--- config.mk ---
export PLATFORM = sky130hd
export DESIGN_NAME = crc_engine
export DESIGN_NICKNAME = d
export VERILOG_FILES = /design/src/core/crc_unit_pkg.sv /design/src/core/crc_engine.sv /design/src/core/crc_byte_step.sv
export SDC_FILE = /design/constraint.sdc
export NUM_CORES = 1
export LEC_CHECK = 0
export ABC_AREA = 1
export BUFFER_PORTS_ARGS = -buffer_cell sky130_fd_sc_hd__buf_2
export CORE_ASPECT_RATIO = 1.5
export CORE_MARGIN = 2
export CORE_UTILIZATION = 58
export DETAILED_ROUTE_END_ITERATION = 12
export HOLD_SLACK_MARGIN = 0.08
export MAX_ROUTING_LAYER = met4
export PLACE_DENSITY = 0.82
export SLEW_MARGIN = 40
export SYNTH_ARGS = -nofsm -noshare
export SYNTH_HDL_FRONTEND = slang
export SYNTH_SLANG_ARGS = --single-unit
export TNS_END_PERCENT = 10
--- constraint.sdc ---
create_clock -name i_clock -period 2.6 [get_ports i_clock]
set_input_delay 0.26 -clock i_clock [delete_from_list [all_inputs] [get_ports i_clock]]
set_output_delay 0.26 -clock i_clock [all_outputs]
set_load 0.01 [all_outputs]
--- src/core/crc_unit_pkg.sv ---
// crc_unit_pkg: register map, field positions, reset values and constants
// assumes: shared by the byte-stream crc engine and its byte-step module
package crc_unit_pkg;
    // register byte addresses on the axi4-lite bus
    localparam logic [7:0]  CONTROL_OFFSET      = 8'h00;
    localparam logic [7:0]  BYTE_INPUT_OFFSET   = 8'h04;
    localparam logic [7:0]  RESULT_DATA_OFFSET  = 8'h08;
    localparam logic [7:0]  AUTO_CONTROL_OFFSET = 8'h0c;
    localparam logic [7:0]  SECTOR_COUNT_OFFSET = 8'h10;
    localparam logic [7:0]  BIT_REVERSE_OFFSET  = 8'h14;
    // control register fields
    localparam int          POLY_SEL_BIT        = 4;
    localparam int          INIT_BIT            = 3;
    localparam int          START_VAL_BIT       = 2;
    localparam int          POINTER_LSB         = 0;
    // auto control register fields (page index sits in the low byte)
    localparam int          AUTO_ENABLE_BIT     = 16;
    localparam int          PAGE_LSB            = 0;
    // reset values
    localparam logic [4:0]  CONTROL_RESET       = 5'h00;
    localparam logic [7:0]  BYTE_RESET          = 8'h00;
    localparam logic [31:0] REMAINDER_RESET     = 32'h00000000;
    // presets and polynomials
    localparam logic [31:0] PRESET_ZEROS        = 32'h00000000;
    localparam logic [31:0] PRESET_ONES         = 32'hffffffff;
    localparam logic [15:0] POLY_16             = 16'h1021;
    localparam logic [31:0] POLY_32             = 32'h04c11db7;
    localparam logic [31:0] POLY_32_REFLECTED   = 32'hedb88320;
    // flash sector geometry
    localparam int          SECTOR_BYTES        = 512;
    localparam int          SECTOR_SHIFT        = 9;
    // axi responses
    localparam logic [1:0]  RESP_OKAY           = 2'b00;
    localparam logic [1:0]  RESP_SLVERR         = 2'b10;

    typedef enum logic {ST_IDLE, ST_READ} auto_state_t;
endpackage

--- src/core/crc_engine.sv ---
// crc_engine: byte-stream crc unit with axi4-lite registers and flash auto mode
// assumes: flash read port and cpu stall on the same clock as the bus
`timescale 1ns/1ps
module crc_engine
#(
    parameter int PAGE_W  = 8,
    parameter int COUNT_W = 8
) (
    input  wire logic                     i_clock,
    input  wire logic                     i_reset_n,
    input  wire logic [7:0]               i_axi_awaddr,
    input  wire logic                     i_axi_awvalid,
    output logic                          o_axi_awready,
    input  wire logic [31:0]              i_axi_wdata,
    input  wire logic [3:0]               i_axi_wstrb,
    input  wire logic                     i_axi_wvalid,
    output logic                          o_axi_wready,
    output logic [1:0]                    o_axi_bresp,
    output logic                          o_axi_bvalid,
    input  wire logic                     i_axi_bready,
    input  wire logic [7:0]               i_axi_araddr,
    input  wire logic                     i_axi_arvalid,
    output logic                          o_axi_arready,
    output logic [31:0]                   o_axi_rdata,
    output logic [1:0]                    o_axi_rresp,
    output logic                          o_axi_rvalid,
    input  wire logic                     i_axi_rready,
    output logic                          o_flash_rd_req,
    output logic [PAGE_W+crc_unit_pkg::SECTOR_SHIFT-1:0] o_flash_addr,
    input  wire logic                     i_flash_ack,
    input  wire logic [7:0]               i_flash_data,
    output logic                          o_cpu_stall
);
    import crc_unit_pkg::*;

    localparam int AW = PAGE_W + SECTOR_SHIFT;
    localparam int RW = COUNT_W + SECTOR_SHIFT;

    logic                aw_hold_reg;
    logic [7:0]          awaddr_reg;
    logic                w_hold_reg;
    logic [31:0]         wdata_reg;
    logic [3:0]          wstrb_reg;
    logic                bvalid_reg;
    logic [1:0]          bresp_reg;
    logic                rvalid_reg;
    logic [31:0]         rdata_reg;
    logic [1:0]          rresp_reg;
    logic                poly_sel_reg;
    logic                start_val_reg;
    logic [1:0]          pointer_reg;
    logic [7:0]          byte_in_reg;
    logic [31:0]         remainder_reg;
    logic                auto_enable_reg;
    logic [PAGE_W-1:0]   page_reg;
    logic [COUNT_W-1:0]  sector_count_reg;
    logic [7:0]          reverse_reg;
    auto_state_t         state_reg;
    logic [AW-1:0]       flash_addr_reg;
    logic [RW-1:0]       remaining_reg;
    logic                do_write;
    logic                rd_fire;
    logic                wr_ctrl;
    logic                wr_byte;
    logic                wr_data;
    logic                rd_data;
    logic                auto_start;
    logic                flash_fold;
    logic [1:0]          byte_index;
    logic [7:0]          step_byte;
    logic [31:0]         step_result;
    logic [31:0]         preset_value;
    logic [7:0]          reverse_view;
    logic [31:0]         rd_value;
    logic                rd_mapped;

    assign o_axi_awready  = !aw_hold_reg && !bvalid_reg;
    assign o_axi_wready   = !w_hold_reg && !bvalid_reg;
    assign o_axi_bvalid   = bvalid_reg;
    assign o_axi_bresp    = bresp_reg;
    assign o_axi_arready  = !rvalid_reg;
    assign o_axi_rvalid   = rvalid_reg;
    assign o_axi_rdata    = rdata_reg;
    assign o_axi_rresp    = rresp_reg;
    assign o_flash_rd_req = (state_reg == ST_READ);
    assign o_flash_addr   = flash_addr_reg;
    assign o_cpu_stall    = (state_reg == ST_READ);

    assign do_write   = aw_hold_reg && w_hold_reg && !bvalid_reg;
    assign rd_fire    = i_axi_arvalid && !rvalid_reg;
    assign wr_ctrl    = do_write && awaddr_reg == CONTROL_OFFSET && wstrb_reg[0];
    assign wr_byte    = do_write && awaddr_reg == BYTE_INPUT_OFFSET && wstrb_reg[0]
                        && state_reg == ST_IDLE;
    assign wr_data    = do_write && awaddr_reg == RESULT_DATA_OFFSET && wstrb_reg[0];
    assign rd_data    = rd_fire && i_axi_araddr == RESULT_DATA_OFFSET;
    assign auto_start = wr_ctrl && auto_enable_reg && state_reg == ST_IDLE;
    assign flash_fold = state_reg == ST_READ && i_flash_ack;
    assign byte_index = poly_sel_reg ? {1'b0, pointer_reg[0]} : pointer_reg;
    assign step_byte  = flash_fold ? i_flash_data : wdata_reg[7:0];
    assign preset_value = wdata_reg[START_VAL_BIT] ? PRESET_ONES : PRESET_ZEROS;

    crc_byte_step step_inst (
        .i_remainder (remainder_reg),
        .i_byte      (step_byte),
        .i_sel_16    (poly_sel_reg),
        .o_remainder (step_result)
    );

    generate
        for (genvar b = 0; b < 8; b++) begin : g_rev
            assign reverse_view[b] = reverse_reg[7-b];
        end
    endgenerate

    // write address and data capture, response
    always_ff @(posedge i_clock) begin
        if (!i_reset_n) begin
            aw_hold_reg <= 1'b0;
            awaddr_reg  <= 8'h00;
            w_hold_reg  <= 1'b0;
            wdata_reg   <= 32'h00000000;
            wstrb_reg   <= 4'h0;
            bvalid_reg  <= 1'b0;
            bresp_reg   <= RESP_OKAY;
        end else begin
            if (i_axi_awvalid && o_axi_awready) begin
                aw_hold_reg <= 1'b1;
                awaddr_reg  <= i_axi_awaddr;
            end
            if (i_axi_wvalid && o_axi_wready) begin
                w_hold_reg <= 1'b1;
                wdata_reg  <= i_axi_wdata;
                wstrb_reg  <= i_axi_wstrb;
            end
            if (do_write) begin
                aw_hold_reg <= 1'b0;
                w_hold_reg  <= 1'b0;
                bvalid_reg  <= 1'b1;
                bresp_reg   <= (awaddr_reg <= BIT_REVERSE_OFFSET && awaddr_reg[1:0] == 2'b00)
                               ? RESP_OKAY : RESP_SLVERR;
            end else if (bvalid_reg && i_axi_bready) begin
                bvalid_reg <= 1'b0;
            end
        end
    end

    // read data mux
    always_comb begin
        rd_value  = 32'h00000000;
        rd_mapped = 1'b1;
        case (i_axi_araddr)
            CONTROL_OFFSET: begin
                rd_value[POLY_SEL_BIT]            = poly_sel_reg;
                rd_value[START_VAL_BIT]           = start_val_reg;
                rd_value[POINTER_LSB+1:POINTER_LSB] = pointer_reg;
            end
            BYTE_INPUT_OFFSET:   rd_value[7:0] = byte_in_reg;
            RESULT_DATA_OFFSET:  rd_value[7:0] = remainder_reg[byte_index*8 +: 8];
            AUTO_CONTROL_OFFSET: begin
                rd_value[AUTO_ENABLE_BIT]          = auto_enable_reg;
                rd_value[PAGE_LSB+PAGE_W-1:PAGE_LSB] = page_reg;
            end
            SECTOR_COUNT_OFFSET: rd_value[COUNT_W-1:0] = sector_count_reg;
            BIT_REVERSE_OFFSET:  rd_value[7:0] = reverse_view;
            default:             rd_mapped = 1'b0;
        endcase
    end

    // read channel
    always_ff @(posedge i_clock) begin
        if (!i_reset_n) begin
            rvalid_reg <= 1'b0;
            rdata_reg  <= 32'h00000000;
            rresp_reg  <= RESP_OKAY;
        end else if (rd_fire) begin
            rvalid_reg <= 1'b1;
            rdata_reg  <= rd_value;
            rresp_reg  <= rd_mapped ? RESP_OKAY : RESP_SLVERR;
        end else if (rvalid_reg && i_axi_rready) begin
            rvalid_reg <= 1'b0;
        end
    end

    // control, auto and plain registers
    always_ff @(posedge i_clock) begin
        if (!i_reset_n) begin
            poly_sel_reg     <= CONTROL_RESET[POLY_SEL_BIT];
            start_val_reg    <= CONTROL_RESET[START_VAL_BIT];
            byte_in_reg      <= BYTE_RESET;
            auto_enable_reg  <= 1'b0;
            page_reg         <= '0;
            sector_count_reg <= '0;
            reverse_reg      <= BYTE_RESET;
        end else begin
            if (wr_ctrl) begin
                poly_sel_reg  <= wdata_reg[POLY_SEL_BIT];
                start_val_reg <= wdata_reg[START_VAL_BIT];
            end
            if (wr_byte) begin
                byte_in_reg <= wdata_reg[7:0];
            end
            if (do_write && awaddr_reg == AUTO_CONTROL_OFFSET) begin
                if (wstrb_reg[0]) begin
                    page_reg <= wdata_reg[PAGE_LSB+PAGE_W-1:PAGE_LSB];
                end
                if (wstrb_reg[2]) begin
                    auto_enable_reg <= wdata_reg[AUTO_ENABLE_BIT];
                end
            end
            if (do_write && awaddr_reg == SECTOR_COUNT_OFFSET && wstrb_reg[0]) begin
                sector_count_reg <= wdata_reg[COUNT_W-1:0];
            end
            if (do_write && awaddr_reg == BIT_REVERSE_OFFSET && wstrb_reg[0]) begin
                reverse_reg <= wdata_reg[7:0];
            end
        end
    end

    // result byte pointer
    always_ff @(posedge i_clock) begin
        if (!i_reset_n) begin
            pointer_reg <= CONTROL_RESET[POINTER_LSB+1:POINTER_LSB];
        end else if (wr_ctrl) begin
            pointer_reg <= wdata_reg[POINTER_LSB+1:POINTER_LSB];
        end else if (wr_data || rd_data) begin
            pointer_reg <= pointer_reg + 2'd1;
        end
    end

    // remainder
    always_ff @(posedge i_clock) begin
        if (!i_reset_n) begin
            remainder_reg <= REMAINDER_RESET;
        end else if (flash_fold || wr_byte) begin
            remainder_reg <= step_result;
        end else if (wr_ctrl && wdata_reg[INIT_BIT]) begin
            remainder_reg <= preset_value;
        end else if (wr_data) begin
            remainder_reg[byte_index*8 +: 8] <= wdata_reg[7:0];
        end
    end

    // automatic flash run
    always_ff @(posedge i_clock) begin
        if (!i_reset_n) begin
            state_reg      <= ST_IDLE;
            flash_addr_reg <= '0;
            remaining_reg  <= '0;
        end else begin
            case (state_reg)
                ST_IDLE: begin
                    if (auto_start && sector_count_reg != '0) begin
                        state_reg      <= ST_READ;
                        flash_addr_reg <= {page_reg, {SECTOR_SHIFT{1'b0}}};
                        remaining_reg  <= {sector_count_reg, {SECTOR_SHIFT{1'b0}}};
                    end
                end
                ST_READ: begin
                    if (i_flash_ack) begin
                        flash_addr_reg <= flash_addr_reg + AW'(1);
                        remaining_reg  <= remaining_reg - RW'(1);
                        if (remaining_reg == RW'(1)) begin
                            state_reg <= ST_IDLE;
                        end
                    end
                end
                default: state_reg <= ST_IDLE;
            endcase
        end
    end

    property p_init_preset;
        @(posedge i_clock) disable iff (!i_reset_n)
        (wr_ctrl && wdata_reg[INIT_BIT] && !wr_byte && !flash_fold)
            |=> remainder_reg == ($past(wdata_reg[START_VAL_BIT]) ? PRESET_ONES : PRESET_ZEROS);
    endproperty
    a_init_preset: assert property (p_init_preset)
        else $error("initialise did not load the chosen preset");

    property p_ptr_advance;
        @(posedge i_clock) disable iff (!i_reset_n)
        (rd_data && !wr_ctrl) |=> pointer_reg == $past(pointer_reg) + 2'd1;
    endproperty
    a_ptr_advance: assert property (p_ptr_advance)
        else $error("pointer did not advance after result read");

    property p_stall_start;
        @(posedge i_clock) disable iff (!i_reset_n)
        (auto_start && sector_count_reg != '0) |=> o_cpu_stall [*2];
    endproperty
    a_stall_start: assert property (p_stall_start)
        else $error("cpu not stalled after auto start");

    property p_flash_order;
        @(posedge i_clock) disable iff (!i_reset_n)
        (flash_fold && remaining_reg != RW'(1)) |=>
            o_flash_rd_req && o_flash_addr == $past(o_flash_addr) + AW'(1);
    endproperty
    a_flash_order: assert property (p_flash_order)
        else $error("flash address not ascending by one");

    property p_hold;
        @(posedge i_clock) disable iff (!i_reset_n)
        (!do_write && !flash_fold) |=> $stable(remainder_reg);
    endproperty
    a_hold: assert property (p_hold)
        else $error("remainder changed with no cause");

    property p_shift16;
        @(posedge i_clock) disable iff (!i_reset_n)
        (wr_byte && poly_sel_reg && (wdata_reg[7:0] == remainder_reg[15:8]))
            |=> remainder_reg[15:0] == {$past(remainder_reg[7:0]), 8'h00};
    endproperty
    a_shift16: assert property (p_shift16)
        else $error("16-bit step wrong for cancelled top byte");

    property p_shift32;
        @(posedge i_clock) disable iff (!i_reset_n)
        (wr_byte && !poly_sel_reg && (wdata_reg[7:0] == remainder_reg[7:0]))
            |=> remainder_reg == {8'h00, $past(remainder_reg[31:8])};
    endproperty
    a_shift32: assert property (p_shift32)
        else $error("32-bit step wrong for cancelled low byte");

    property p_map16;
        @(posedge i_clock) disable iff (!i_reset_n)
        (rd_data && poly_sel_reg) |=>
            o_axi_rdata[7:0] == ($past(pointer_reg[0]) ? $past(remainder_reg[15:8])
                                                       : $past(remainder_reg[7:0]));
    endproperty
    a_map16: assert property (p_map16)
        else $error("16-bit pointer mapping wrong");
endmodule // crc_engine

--- src/core/crc_byte_step.sv ---
// crc_byte_step: folds one input byte into a crc remainder, combinational
// assumes: caller registers the result; upper half kept unchanged in 16-bit mode
`timescale 1ns/1ps
module crc_byte_step
(
    input  wire logic [31:0] i_remainder,
    input  wire logic [7:0]  i_byte,
    input  wire logic        i_sel_16,
    output logic      [31:0] o_remainder
);
    import crc_unit_pkg::*;

    logic [15:0] acc16;
    logic [31:0] acc32;

    always_comb begin
        acc16 = i_remainder[15:0] ^ {i_byte, 8'h00};
        acc32 = i_remainder ^ {24'h000000, i_byte};
        for (int i = 0; i < 8; i++) begin
            if (acc16[15]) begin
                acc16 = {acc16[14:0], 1'b0} ^ POLY_16;
            end else begin
                acc16 = {acc16[14:0], 1'b0};
            end
            if (acc32[0]) begin
                acc32 = {1'b0, acc32[31:1]} ^ POLY_32_REFLECTED;
            end else begin
                acc32 = {1'b0, acc32[31:1]};
            end
        end
        o_remainder = i_sel_16 ? {i_remainder[31:16], acc16} : acc32;
    end
endmodule // crc_byte_step

-- Yosys cells after proc, flatten, opt, wreduce, memory -nomap -nowiden
Cells that the tools add are included.
- bits in registers: 149
- output and inout port bits: 60
- add/sub/neg operators: 4
- magnitude comparators: 1
- eq/ne operators: 14
- shift-type cells: 3
- multiplexer cells: 48
- bitwise operators: 20
- reduce and logical (&&, ||, !) cells: 48
- operators with widths (cell ; count):
    two-way mux 32 bit ; 13
    inverter 13 -> 14 bit ; 8
    two-way mux 13 bit ; 8
    two-way mux 17 bit ; 4
    one-hot mux 17 bit (2 select lines) ; 2
    negation 5 -> 34 bit ; 1
    variable shift 8 x 34 -> 32 bit, first input constant ; 1
    indexed part select 8 x 34 -> 32 bit ; 1
    bitwise mux 32 bit ; 1
    == test 8 x 4 -> 1 bit, second input constant ; 4
    == test 8 x 5 -> 1 bit, second input constant ; 4
    indexed part select 32 x 6 -> 8 bit ; 1
    XOR 32 x 8 -> 32 bit ; 1
    logical AND 1 bit ; 28
    inverter 3 bit ; 8
    one-hot mux 3 bit (6 select lines) ; 1
    adder 17 x 1 -> 17 bit, second input constant ; 1
    == test 17 x 1 -> 1 bit, second input constant ; 1
    subtractor 17 x 1 -> 17 bit, second input constant ; 1
    == test 8 x 3 -> 1 bit, second input constant ; 2
    logical NOT 8 bit ; 2
    XOR 16 bit ; 1
    one-hot mux 3 bit (5 select lines) ; 1
    two-way mux 2 bit ; 5
    other kinds (19) ; 38

-- Longest topological paths before layout
- word-level depth: 21
- gate-level depth with buffers: 16
- depth with buffers taken out: 15

-- Modules after synthesis
From an unflattened synthesis, not the netlist that was laid out.
- cells, all modules: 1591
- area, all modules: 9669.3 um^2
- modules (own cells, without submodules) (module ; times used ; cells an instance ; area an instance (um^2) ; seq. area each (um^2)):
    crc_engine ; 1 ; 1271 ; 7981.4 ; 2762.6
    crc_byte_step ; 1 ; 320 ; 1687.9 ; 0.0

-- Worst setup path after synthesis
Ideal clock, no wire load.
- path type: reg2reg
- from: reg pointer_reg[0]
- to: reg remainder_reg[4]
- library setup time: 70 ps
- arrival time: 1846 ps
- required time: 2530 ps
- slack: 684 ps
- stages on the path, launching flop included: 11
- buffers on the path: 1
- cell sequence: dfxtp_1 inv_1 clkbuf_1 ha_1 nor3_1 inv_1 nor2_1 inv_1 nor2_1 nor3_1 a21oi_1
- longest elaborated chain between the ends: 7
- ends and longest elaborated chain (element ; RTL line ; source):
    start: declaration ; crc_engine.sv:51 ; logic [1:0] pointer_reg;
    start signal: assignment ; crc_engine.sv:222 ; pointer_reg <= CONTROL_RESET[POINTER_LSB+1:POINTER_LSB];
    start signal: assignment ; crc_engine.sv:224 ; pointer_reg <= wdata_reg[POINTER_LSB+1:POINTER_LSB];
    start signal: assignment ; crc_engine.sv:226 ; pointer_reg <= pointer_reg + 2'd1;
    two-way mux 2 bit * ; crc_engine.sv:98 ; assign byte_index = poly_sel_reg ? {1'b0, pointer_reg[0]} : pointer_reg;
    negation 5 -> 34 bit * ; crc_engine.sv:239 ; remainder_reg[byte_index*8 +: 8] <= wdata_reg[7:0];
    indexed part select 8 x 34 -> 32 bit / variable shift 8 x 34 -> 32 bit (equally long branches) ; crc_engine.sv:239 ;
    bitwise mux 32 bit * ; crc_engine.sv:239 ;
    two-way mux 32 bit * ; crc_engine.sv:238 ; end else if (wr_data) begin
    two-way mux 32 bit * ; crc_engine.sv:236 ; end else if (wr_ctrl && wdata_reg[INIT_BIT]) begin
    two-way mux 32 bit * ; crc_engine.sv:234 ; end else if (flash_fold || wr_byte) begin
    end signal: assignment ; crc_engine.sv:235 ; remainder_reg <= step_result;
    end signal: assignment ; crc_engine.sv:237 ; remainder_reg <= preset_value;
    end signal: indexed assignment ; crc_engine.sv:239 ;
    end: declaration ; crc_engine.sv:53 ; logic [31:0] remainder_reg;
Every way passes the cells marked *; elsewhere a longest branch is shown, timed or not. The select of a mux whose other input is x is not followed.
A chain may end at the register's enable or synchronous reset.

-- Worst setup path after layout
- from: reg state_reg, in the netlist o_cpu_stall
- to: reg remainder_reg[19]
- longest elaborated chain between the ends: 18
- ends and longest elaborated chain (element ; RTL line ; source):
    start: declaration ; crc_engine.sv:58 ; auto_state_t state_reg;
    start signal: assignment ; crc_engine.sv:246 ; state_reg <= ST_IDLE;
    start signal: assignment ; crc_engine.sv:253 ; state_reg <= ST_READ;
    start signal: assignment ; crc_engine.sv:263 ; state_reg <= ST_IDLE;
    logical AND 1 bit ; crc_engine.sv:97 ; assign flash_fold = state_reg == ST_READ && i_flash_ack;
    two-way mux 8 bit ; crc_engine.sv:99 ; assign step_byte = flash_fold ? i_flash_data : wdata_reg[7:0];
    XOR 32 x 8 -> 32 bit ; crc_byte_step.sv:18 ; acc32 = i_remainder ^ {24'h000000, i_byte};
    two-way mux 32 bit (2 in series) ; crc_byte_step.sv:25 ; if (acc32[0]) begin
    inverter 13 -> 14 bit (no line) ; -- ;
    two-way mux 32 bit ; crc_byte_step.sv:25 ;
    inverter 13 -> 14 bit (no line) ; -- ;
    two-way mux 32 bit (2 in series) ; crc_byte_step.sv:25 ;
    inverter 13 -> 14 bit (no line) ; -- ;
    two-way mux 32 bit ; crc_byte_step.sv:25 ;
    inverter 13 -> 14 bit (no line) ; -- ;
    two-way mux 32 bit ; crc_byte_step.sv:25 ;
    inverter 13 -> 14 bit (no line) ; -- ;
    two-way mux 32 bit ; crc_byte_step.sv:25 ;
    two-way mux 32 bit ; crc_byte_step.sv:31 ; o_remainder = i_sel_16 ? {i_remainder[31:16], acc16} : acc32;
    two-way mux 32 bit ; crc_engine.sv:234 ;
Several ways; a longest one is shown, not always the timed one. The select of a mux whose other input is x is not followed.

==> flow_summary.yaml <==
layout:
  seqCellArea_um2: 2760
  largest_reg_flops: 32
  fin_util_pct: 67.0
  fillers: 1431
  multi_input_area_um2: 5280
  n_antenna_cell: 0
  drive_gt1_share_pct: 15.5
  areaGrowthSynthToFinish_pct: 13.9
  nets: 1519
synthesis:
  yosys_warnings: 0
  synth_compound_area_share_pct: 19.5
  yosys.area_share.simple_pct: 33.7
  syn-instance-count: 1353
  synth_top_family_by_area: "simple AND/OR/NAND/NOR gates"
  ys_ff_latch: 138
  yosysTopAreaCell: "dfxtp_1"
  synth_edf_count: 0
  muxShareOfSynthArea_pct: 0
  synth_fa_ha_area_share_pct: 0.993
  synth.cell_area_um2: 8820
  synth_top_cells_by_count: "318 x nand2_1, 138 x dfxtp_1, 134 x a21oi_1"
  synth_top_area_share_pct: 31.3
  synth_seq_area_share_pct: 31.3
  synth_top_flop_cell: "dfxtp_1"
  synth.distinct_cells: 51
  synth_area_leaders: "dfxtp_1 31%, nand2_1 14%, a21oi_1 7.6%"
  synth.avg_cell_area_um2: 6.52
  synth_xor_area_share_pct: 4.57
  post-synth-top-count-cell: "nand2_1"
  async_flop_share_pct: 0
timing:
  final.setup_skew_ns: 0.0126
  worst_pin_slew_ns: 0.664
  hold_violations: 0
  holdWs_ns: 0.0886
  worst_slack_ns: 0.249
  setup_viol: 0
  setup_tns_ns: 0
  maxSlewViolCount: 0
  post-route-min-period_ns: 2.35
  rsz0062_at_grt: "no"
  period_share_pct: 90.4
  maxClockFrequency_mhz: 425
  relSlewSlack_pct: 55.4
floorplan:
  initial_utilization_pct: 58.8
  dieArea_um2: 16200
  core_um2: 15000
  std_cell_rows: 55
  dieHeight_um: 155
  fp.dieW_um: 105
  ios: 128
power_and_ir_drop:
  peakVddDrop_uv: 629
  powerDensity_nw_per_um2: 558
  leakagePower_uw: 0.00454
global_route:
  grt_max_degree: 43
  grt_pass1_wl_um: 46200
  grt_pass1_vias: 8694
  grt-ovfl-total: 0
  track_usage_pct: 37.2
  grt_antenna_before_repair: 0
routing:
  vias_per_cell: 5.84
  vias: 9673
  dr.first_iter.drc_count: 1020
  drt_wl_total_um: 29500
  wl_per_cell_um: 17.8
  ant_nets: 0
  drc: 0
  first_pass_iters: 6
outcome:
  status: "finished clean"
clock_tree:
  post_cts_buffers: 0
  cts_sinks: 138
  clk_path_buf_depth: 2
  path_clk_slew_ns: 0.06
  root_buffer: "clkbuf_16"
  cts_buffers: 17
  clk_latency_ns: 0.43
  postCtsResizedCells: 0
  cts_max_level: 4
  cts_tree: "done"
placement:
  placement.io_buffers: 77
  gp_congestion: 1.02
  dp_hpwl_um: 21600
  place_ws_ns: 0.312
worst_setup_path:
  slowest_stage: "dfxtp_1"
  crit_chain: "nand2_4, nand2_2, nand2_2, nand2_1, nand2_2, nand2_1, nand2_4, inv_2, nand3_1, nand3_1, nand3_1, a21oi_1"
  cp-start-kind: "register"
  crit_fanout: 16
  endpoint_kind: "register"
  path_buf_inv: 1
  worstPathArrival_ns: 2.71
  path_class: "reg2reg"
  crit_family: "simple AND/OR/NAND/NOR gates"
  required_ns: 2.96
  max_stage_delay_ns: 0.59
job:
  max-cap-violations: 0
min_path:
  hold_class: "in2reg"
through the flow:
stage	instances	cell area, um^2	power (uW)
final	1656	10000	5610
after global placement	1623	9450	3130
after detailed placement	1623	9450	3140
after CTS	1656	10000	5590
after global routing	1656	10000	5790
after floorplan	1377	8910	2880
cells in the final DEF, fill, tap and decap left out, drive strengths merged:
master	count
buf	113
or2	5
a31oi	10
dlygate4sd3	1
bufinv	2
a221oi	1
and3	2
nand3	101
nand2	362
nand3b	4
nand4	20
clkbuf	18
nor4	6
inv	133
clkinv	8
a41oi	6
a21oi	135
nor2	129
o2bb2ai	1
dfxtp	138
clkinvlp	1
o211ai	4
conb	25
xnor2	12
a211oi	11
ha	7
o22ai	7
o21a	4
nor3	21
a32oi	1
xor2	31
o21ai	138
report_power, final:
| group | total, uW | internal, uW | switching (uW) |
|---|---|---|---|
| sequential | 2210 | 2160 | 47.5 |
| combinational | 921 | 281 | 640 |
| clock | 2480 | 1440 | 1040 |
| total | 5610 | 3880 | 1730 |
timing repair:
item,CTS,global route
setup endpoints to repair,0,0
hold buffers,1,0
hold endpoints to repair,1,0
cells by family (layout without fill, tap and decap cells):
family	after synthesis	after routing
compound gates	318	318
xor+xnor	43	43
fa+ha+maj	7	7
buf+inv	196	276
flops	138	138
other cells	1	25
simple gates	650	650
cell type report:
| type | count | area share [%] |
|---|---|---|
| Clock buffer | 18 | 4.27 |
| Clock inverter | 14 | 1.62 |
| Timing Repair Buffer | 114 | 6.75 |
| Sequential cell | 138 | 27.5 |
| Inverter | 130 | 4.88 |
| Tap cell | 199 | 2.48 |
| Multi-Input combinational cell | 1043 | 52.5 |
routing by layer:
layer	vias to the layer above	share of wire, %	global-route usage (%)
met5	-	0	-
met4	0	5.4	19.0
met3	110	9.0	6.16
met2	553	46	59.1
met1	4388	39	45.6
li1	4622	-	-
path summary, 6_finish.rpt:
kind / slack [ns] / end / from / depth (start not counted)
max: 0.25 / remainder_reg[19] / o_cpu_stall / 12
min: 0.09 / awaddr_reg[5] / i_axi_awaddr[5] / 3
max reg2reg: 0.25 / remainder_reg[19] / o_cpu_stall / 12
min reg2reg: 0.47 / awaddr_reg[1] / awaddr_reg[1] / 2
tightest hold or removal path, cell delays in order:
cell and delay (ns):
buf_2 0.07, o21ai_0 0.07, nor2_1 0.08
No activity file was read; power rests on OpenSTA's default activity.
